==> src/common/stage_ctrl_pkg.sv <==
package stage_ctrl_pkg;

	// ------------------------------------------------------------
	// Clock and timing
	// ------------------------------------------------------------
	localparam int CLK_PERIOD_PS = 5000;
	localparam int START_DELAY_NS = 1000;
	localparam int START_DELAY_CYC =
		(START_DELAY_NS * 1000 + CLK_PERIOD_PS - 1) / CLK_PERIOD_PS;
	localparam int MUTE_TIME_US = 100;
	localparam int MUTE_TIME_CYC =
		(MUTE_TIME_US * 1000000 + CLK_PERIOD_PS - 1) / CLK_PERIOD_PS;
	localparam int MUTE_HALF_NS = 1300;
	localparam int MUTE_HALF_CYC =
		(MUTE_HALF_NS * 1000) / CLK_PERIOD_PS;
	localparam int TIMER_W = 24;

	// ------------------------------------------------------------
	// Register map of the controller
	// ------------------------------------------------------------
	localparam int ADDR_W = 4;
	localparam logic [3:0] REG_CTRL = 4'h0;
	localparam logic [3:0] REG_STATUS = 4'h4;
	localparam logic [3:0] REG_FAULT = 4'h8;
	localparam int CTRL_RUN = 0;
	localparam int CTRL_RAMP = 1;
	localparam int CTRL_MODE_LSB = 2;
	localparam int CTRL_LEVEL = 5;
	localparam logic [5:0] CTRL_RESET = 6'h00;
	localparam int STAT_STATE_LSB = 0;
	localparam int STAT_SUPPLY_GOOD = 3;
	localparam int STAT_SUPPLY_HIGH = 4;
	localparam int STAT_FLAG_LSB = 5;
	localparam int FAULT_THERMAL_WARN = 0;
	localparam int FAULT_UV_THERMAL = 1;
	localparam int FAULT_OC_A = 2;
	localparam int FAULT_OC_B = 3;

	// ------------------------------------------------------------
	// Mode select codes of the power stage
	// ------------------------------------------------------------
	localparam logic [2:0] MODE_STEREO_FULL = 3'h0;
	localparam logic [2:0] MODE_RESERVED = 3'h7;

	typedef enum logic [2:0] {
		ST_OFF = 3'b000,
		ST_SETTLE = 3'b001,
		ST_RUN = 3'b010,
		ST_MUTE = 3'b011,
		ST_DOWN = 3'b100
	} seq_state_type;

	typedef struct packed {
		logic pair_a_reset_n;
		logic pair_b_reset_n;
		logic ramp_enable;
		logic [2:0] mode_select;
		logic logic_level_select;
		logic [3:0] pwm_drive_in;
	} stage_pins_type;

	localparam stage_pins_type PINS_RESET = '{
		pair_a_reset_n: 1'b0,
		pair_b_reset_n: 1'b0,
		ramp_enable: 1'b0,
		mode_select: 3'h0,
		logic_level_select: 1'b0,
		pwm_drive_in: 4'h0
	};

endpackage : stage_ctrl_pkg

==> src/hdl/mute_square.sv <==
module mute_square
	import stage_ctrl_pkg::*;
#(
	parameter int HALF_CYC = MUTE_HALF_CYC
) (
	input wire logic i_clk_sys,
	input wire logic i_rst_n,
	input wire logic i_enable,
	output logic o_square
);

	// ------------------------------------------------------------
	// Fifty percent square wave used as the mute pattern
	// ------------------------------------------------------------
	initial begin
		if (HALF_CYC < 1 || HALF_CYC > 65535) begin
			$error("mute_square: HALF_CYC out of range");
		end
	end

	logic [15:0] count;

	always_ff @(posedge i_clk_sys or negedge i_rst_n) begin
		if (!i_rst_n) begin
			count <= 16'h0000;
		end else if (!i_enable || count == 16'(HALF_CYC - 1)) begin
			count <= 16'h0000;
		end else begin
			count <= count + 16'h0001;
		end
	end

	// Equal high and low halves keep the bridge at mid-supply on average.
	always_ff @(posedge i_clk_sys or negedge i_rst_n) begin
		if (!i_rst_n) begin
			o_square <= 1'b0;
		end else if (!i_enable) begin
			o_square <= 1'b0;
		end else if (count == 16'(HALF_CYC - 1)) begin
			o_square <= !o_square;
		end
	end

endmodule : mute_square

==> src/hdl/stage_sequencer.sv <==
module stage_sequencer
	import stage_ctrl_pkg::*;
#(
	parameter int MUTE_CYC = MUTE_TIME_CYC,
	parameter int SETTLE_CYC = START_DELAY_CYC,
	parameter int HALF_CYC = MUTE_HALF_CYC
) (
	input wire logic i_clk_sys,
	input wire logic i_rst_n,
	input wire logic [ADDR_W-1:0] i_addr,
	input wire logic [31:0] i_wdata,
	input wire logic i_wr,
	input wire logic i_rd,
	output logic [31:0] o_rdata,
	input wire logic [3:0] i_mod_pwm,
	input wire logic i_supply_good,
	input wire logic i_supply_above_12v,
	input wire logic i_thermal_warning_flag_n,
	input wire logic i_undervoltage_thermal_error_n,
	input wire logic i_pair_a_overcurrent_n,
	input wire logic i_pair_b_overcurrent_n,
	output stage_pins_type o_pins,
	output logic o_system_power_hold,
	output logic o_modulator_start
);

	// ------------------------------------------------------------
	// Parameter checks
	// ------------------------------------------------------------
	initial begin
		if (MUTE_CYC < 1 || MUTE_CYC >= (1 << TIMER_W)) begin
			$error("stage_sequencer: MUTE_CYC out of range");
		end
		if (SETTLE_CYC < 1 || SETTLE_CYC >= (1 << TIMER_W)) begin
			$error("stage_sequencer: SETTLE_CYC out of range");
		end
	end

	// ------------------------------------------------------------
	// Pin synchronisers
	// ------------------------------------------------------------
	logic [5:0] sync_meta;
	logic [5:0] sync_pin;

	always_ff @(posedge i_clk_sys or negedge i_rst_n) begin
		if (!i_rst_n) begin
			sync_meta <= 6'h00;
			sync_pin <= 6'h00;
		end else begin
			sync_meta <= {i_supply_above_12v, i_supply_good,
				!i_pair_b_overcurrent_n, !i_pair_a_overcurrent_n,
				!i_undervoltage_thermal_error_n,
				!i_thermal_warning_flag_n};
			sync_pin <= sync_meta;
		end
	end

	logic [3:0] flag_live;
	logic supply_good;
	logic supply_high;

	assign flag_live = sync_pin[3:0];
	assign supply_good = sync_pin[4];
	assign supply_high = sync_pin[5];

	// ------------------------------------------------------------
	// Control and fault registers
	// ------------------------------------------------------------
	logic [5:0] ctrl;
	logic [3:0] fault;
	logic wr_ctrl;
	logic wr_fault;

	assign wr_ctrl = i_wr && i_addr == REG_CTRL;
	assign wr_fault = i_wr && i_addr == REG_FAULT;

	always_ff @(posedge i_clk_sys or negedge i_rst_n) begin
		if (!i_rst_n) begin
			ctrl <= CTRL_RESET;
		end else if (wr_ctrl) begin
			ctrl <= i_wdata[5:0];
		end
	end

	// A flag seen in the clearing cycle stays set.
	always_ff @(posedge i_clk_sys or negedge i_rst_n) begin
		if (!i_rst_n) begin
			fault <= 4'h0;
		end else begin
			fault <= (fault & ~(wr_fault ? i_wdata[3:0] : 4'h0))
				| flag_live;
		end
	end

	// ------------------------------------------------------------
	// Power sequence
	// ------------------------------------------------------------
	seq_state_type state;
	seq_state_type next_state;
	logic [TIMER_W-1:0] timer;
	logic timer_done;
	logic run_req;

	assign run_req = ctrl[CTRL_RUN];
	assign timer_done = timer == '0;

	always_comb begin
		next_state = state;
		unique case (state)
			ST_OFF: begin
				if (supply_good && run_req) begin
					next_state = ST_SETTLE;
				end
			end
			ST_SETTLE: begin
				if (!run_req) begin
					next_state = ST_OFF;
				end else if (timer_done) begin
					next_state = ST_RUN;
				end
			end
			ST_RUN: begin
				if (!run_req) begin
					next_state = ST_MUTE;
				end
			end
			ST_MUTE: begin
				if (timer_done) begin
					next_state = ST_DOWN;
				end
			end
			ST_DOWN: begin
				if (run_req) begin
					next_state = ST_OFF;
				end
			end
			default: begin
				next_state = ST_OFF;
			end
		endcase
		// Losing the supply drops the stage at once, without muting.
		if (!supply_good && state != ST_DOWN) begin
			next_state = ST_OFF;
		end
	end

	always_ff @(posedge i_clk_sys or negedge i_rst_n) begin
		if (!i_rst_n) begin
			state <= ST_OFF;
		end else begin
			state <= next_state;
		end
	end

	always_ff @(posedge i_clk_sys or negedge i_rst_n) begin
		if (!i_rst_n) begin
			timer <= '0;
		end else if (next_state != state) begin
			if (next_state == ST_SETTLE) begin
				timer <= TIMER_W'(SETTLE_CYC - 1);
			end else if (next_state == ST_MUTE) begin
				timer <= TIMER_W'(MUTE_CYC - 1);
			end else begin
				timer <= '0;
			end
		end else if (!timer_done) begin
			timer <= timer - 1'b1;
		end
	end

	// ------------------------------------------------------------
	// Mute pattern
	// ------------------------------------------------------------
	logic mute_wave;

	mute_square #(
		.HALF_CYC(HALF_CYC)
	) u_mute (
		.i_clk_sys(i_clk_sys),
		.i_rst_n(i_rst_n),
		.i_enable(state == ST_MUTE),
		.o_square(mute_wave)
	);

	// ------------------------------------------------------------
	// Stage pins
	// ------------------------------------------------------------
	logic resets_high;
	logic [2:0] mode_held;

	assign resets_high = state == ST_SETTLE || state == ST_RUN
		|| state == ST_MUTE;

	// Mode is taken only while the stage sits in reset.
	always_ff @(posedge i_clk_sys or negedge i_rst_n) begin
		if (!i_rst_n) begin
			mode_held <= MODE_STEREO_FULL;
		end else if (!resets_high) begin
			mode_held <= ctrl[CTRL_MODE_LSB +: 3];
		end
	end

	always_ff @(posedge i_clk_sys or negedge i_rst_n) begin
		if (!i_rst_n) begin
			o_pins <= PINS_RESET;
		end else begin
			o_pins.pair_a_reset_n <= resets_high;
			o_pins.pair_b_reset_n <= resets_high;
			o_pins.ramp_enable <= ctrl[CTRL_RAMP]
				&& !supply_high;
			o_pins.mode_select <= mode_held;
			o_pins.logic_level_select <= ctrl[CTRL_LEVEL];
			// PWM stays low until run so no edge wakes an output early.
			if (state == ST_RUN) begin
				o_pins.pwm_drive_in <= i_mod_pwm;
			end else if (state == ST_MUTE) begin
				o_pins.pwm_drive_in <= {4{mute_wave}};
			end else begin
				o_pins.pwm_drive_in <= 4'h0;
			end
		end
	end

	always_ff @(posedge i_clk_sys or negedge i_rst_n) begin
		if (!i_rst_n) begin
			o_system_power_hold <= 1'b1;
			o_modulator_start <= 1'b0;
		end else begin
			// Power is let go on the edge that drops the pair resets.
			o_system_power_hold <= state != ST_DOWN;
			o_modulator_start <= state == ST_RUN;
		end
	end

	// ------------------------------------------------------------
	// Register read
	// ------------------------------------------------------------
	always_ff @(posedge i_clk_sys or negedge i_rst_n) begin
		if (!i_rst_n) begin
			o_rdata <= 32'h0000_0000;
		end else if (i_rd) begin
			unique case (i_addr)
				REG_CTRL: o_rdata <= {26'h0, ctrl};
				REG_STATUS: o_rdata <= {23'h0, flag_live, supply_high,
					supply_good, state};
				REG_FAULT: o_rdata <= {28'h0, fault};
				default: o_rdata <= 32'h0000_0000;
			endcase
		end else begin
			o_rdata <= 32'h0000_0000;
		end
	end

endmodule : stage_sequencer

==> config.mk <==
export PLATFORM = sky130hd
export DESIGN_NAME = stage_sequencer
export DESIGN_NICKNAME = d
export VERILOG_FILES = /design/src/common/stage_ctrl_pkg.sv /design/src/hdl/mute_square.sv /design/src/hdl/stage_sequencer.sv
export SDC_FILE = /design/constraint.sdc
export NUM_CORES = 1
export LEC_CHECK = 0
export BUFFER_PORTS_ARGS = -buffer_cell sky130_fd_sc_hd__buf_4
export CORE_MARGIN = 2
export CORE_UTILIZATION = 54
export CTS_BUF_LIST = sky130_fd_sc_hd__clkbuf_16
export DETAILED_ROUTE_END_ITERATION = 16
export HOLD_SLACK_MARGIN = 0.1
export PLACE_DENSITY = 0.86
export SLEW_MARGIN = 10
export SYNTH_ARGS = -nofsm -noshare
export SYNTH_HDL_FRONTEND = slang
export SYNTH_HIERARCHICAL = 1
export SYNTH_SLANG_ARGS = --single-unit
==> constraint.sdc <==
create_clock -name i_clk_sys -period 3.9 [get_ports i_clk_sys]
set_input_delay 0.78 -clock i_clk_sys [delete_from_list [all_inputs] [get_ports i_clk_sys]]
set_output_delay 0.78 -clock i_clk_sys [all_outputs]
set_load 0.01 [all_outputs]
==> flow_summary.ini <==
[min_path]
worstHoldStart = sync_meta[1]$_DFF_PN0_
hold_path_depth = 0
holdCritPathClass = reg2reg
worst_hold_path.endpoint = sync_pin[1]$_DFF_PN0_

[synthesis]
synth_enable_flop_cells = 0
ys.warnings.count = 6
yosysTopAreaCell = sky130_fd_sc_hd__dfrtp_1
synth_most_common_cell = sky130_fd_sc_hd__dfrtp_1
yosys.area_share.xor_xnor = 0.0701
synth_seq_area_share = 0.546
postSynthCellCount = 381
yosys-top-cells-area = sky130_fd_sc_hd__dfrtp_1 54%, sky130_fd_sc_hd__xnor2_1 5.1%, sky130_fd_sc_hd__buf_4 4.7%
yosysUniqueCellTypes = 53
postSynthAreaPerCell_um2 = 10.8
largest_family_of_logic_cells_by_synthesized_area = simple AND/OR/NAND/NOR gates
ys_seq_elements = 90
synth-compound-area-share = 0.0822
share_of_flip_flops_with_an_asynchronous_set_or_reset_after_synthesis = 1.00
synth_cell_area_mm2 = 0.00412
yosys.area.top_type_share = 0.540
post_synth_fa_ha_maj_area_fraction = 0.00607
synthSimpleGateAreaFrac = 0.185
cell_types_with_the_highest_counts_after_synthesis = 89 x sky130_fd_sc_hd__dfrtp_1, 48 x sky130_fd_sc_hd__nor2_1, 26 x sky130_fd_sc_hd__buf_4
synth-main-ff-cell = sky130_fd_sc_hd__dfrtp_1
synth.area.mux_share = 0.0440

[drt]
drt-initial-drc-count = 229
via_per_instance_ratio = 5.42
detail_route.drc_violations = 0
drtPass1Iterations = 4
route.vias.total = 2871
routed_wirelength_um = 8060
ant_nets = 0
dr_wl_cell_um = 15.2

[floorplan]
die_area_mm2 = 0.00835
area_of_the_core_mm2 = 0.00733
rows = 31
initial_core_util = 0.563
io_pins = 95
die_w_um = 91.4
die-height_um = 91.4

[clock_network]
cts_buf_count = 9
clock_tree.buffer_depth = 2
h-tree-depth = 3
cts.sinks = 90
clock-root-buffer = sky130_fd_sc_hd__clkbuf_16
ctsHoldBuffers = 0
clk_pin_slew_worst_paths_ps = 70
post_cts_buffers = 0
cts_repair_resize_count = 0
clk-insertion-delay-late_ps = 340
tritoncts = built

[sta]
period_needed_ps = 3040
final.setup_skew_ps = 8.46
final.hold.worst_slack_ps = 351
setup_tns_ps = 0
final_min_period_over_clock_period = 0.779
max_clock_freq_mhz = 329
pin_slew_with_the_least_headroom_to_its_limit_ps = 1070
hold_viol_final = 0
report.final.setup_viol = 0
timing.final.max_slew_violations = 0
rsz0062_at_grt = no
relSlewSlack = 0.286

[critical_path]
arrival_ps = 3250
cp-start-kind = register
critical_path_class = reg2reg
rr_startpoint = timer[10]$_DFFE_PN0P_
slack_of_the_worst_reg_to_reg_path_ps = 860
regToRegEndpoint = timer[0]$_DFFE_PN0P_
required_ps = 4120
worst-r2r-cell-count = 5
timing.critical_path.to_type = register
start_point_of_the_critical_path = timer[10]$_DFFE_PN0P_
critical_path_peak_fanout = 14

[global_route]
globalRoute.totalOverflow = 0
gr-usage-all-layers = 0.209
first_pass_grt_wire_length_um = 13800
grt_pass1_vias = 2925
initial_antenna_violation_count = 0
maximum_number_of_pins_on_one_net_before_global_route_repair = 91

[cells_and_area]
final_nets = 478
diodes = 0
final_layout_size_suffix_gt1_frac = 0.209
stdcell_count = 530
final_design_area_no_fill_mm2 = 0.00477
layout-area-overhead-vs-synth_pct = 15.6

[status]
outcome = finished clean

[pwr]
p_leak_nw = 2.20
power_density_mw_per_mm2 = 669
worst_ir_drop_vdd_uv = 374

[placement]
placement.io_buffers = 45
numPlacedInstances = 514
dp.final_hpwl_um = 5450
finalWeightedCongestion = 0.831
placedInstanceArea_mm2 = 0.00445

[flow_run]
cap_viol_max_count = 0
## flip-flops by register name, indices dropped and copies added (netlist names), 4 cells and up
register / count
fault: 4
sync_pin: 6
sync_meta: 6
timer: 24
o_rdata: 9
u_mute/count: 16
ctrl: 6
o_pins: 10
## report_power, final
| part | leakage, nW | internal, mW | switching, mW |
|---|---|---|---|
| Sequential | 1.17 | 1.09 | 0.147 |
| Clock | 0.157 | 0.517 | 0.393 |
| Combinational | 0.874 | 0.409 | 0.634 |
## logic make-up after synthesis
group	after synthesis
AOI/OAI and AO/OA	50
xor gates and xnor gates	33
adders and majority gates	2
buffers and inverters	45
DFF	90
muxes	17
other	1
and+or+nand+nor	143
## worst max path at each step
stage,to,slack [ps],cells after the start
2_1_floorplan,timer[8]$_DFFE_PN0P_,1380,8
3_3_place_gp,timer[0]$_DFFE_PN0P_,950,5
3_5_place_dp,timer[0]$_DFFE_PN0P_,900,5
4_1_cts,timer[0]$_DFFE_PN0P_,880,5
5_1_grt,timer[0]$_DFFE_PN0P_,700,5
6_report,timer[0]$_DFFE_PN0P_,860,5
## routing by layer
metal	GRT usage	part of all wire
met2	0.357	0.52
met5	0	0
met1	0.258	0.42
met4	0.0644	0.013
met3	0.0589	0.050
## layout make-up
| type | instances | area, µm² |
|---|---|---|
| inverters | 11 | 41.3 |
| clock buffers | 9 | 225 |
| multi-input cells | 268 | 1680 |
| clock inverters | 7 | 95.1 |
| flip-flops and latches | 90 | 2250 |
| well taps | 99 | 124 |
| fillers | 533 | 2560 |
| repair buffers | 46 | 345 |
## worst max-delay path, cell delays in order, from the launching register on
cell and delay [ps]:
sky130_fd_sc_hd__dfrtp_1 430, sky130_fd_sc_hd__or4_1 680, sky130_fd_sc_hd__or4_1 800, sky130_fd_sc_hd__nor2_1 410
sky130_fd_sc_hd__o211a_2 470, sky130_fd_sc_hd__a211oi_1 130
## metrics by stage
step	total power [mW]	util	worst slack (ps)
floorplan	2.05	-	1380
global placement	2.22	0.607	951
detailed placement	2.25	0.607	904
CTS	3.19	0.650	877
global route	3.36	0.650	701
finish	3.19	0.650	863
## cell usage in the layout, fill, tap and decap left out, types with 9 or more instances in the layout
cell type	n
sky130_fd_sc_hd__dfrtp_1	89
sky130_fd_sc_hd__nor2_1	48
sky130_fd_sc_hd__buf_4	46
sky130_fd_sc_hd__xnor2_1	24
sky130_fd_sc_hd__conb_1	23
sky130_fd_sc_hd__nand2_1	17
sky130_fd_sc_hd__nor4_1	13
sky130_fd_sc_hd__inv_1	11
sky130_fd_sc_hd__nor3_1	11
sky130_fd_sc_hd__o21ai_0	11
sky130_fd_sc_hd__a21oi_1	10
sky130_fd_sc_hd__mux2_2	9
sky130_fd_sc_hd__xor2_1	9
sky130_fd_sc_hd__clkbuf_16	9
(Power assumes the default switching activity.)
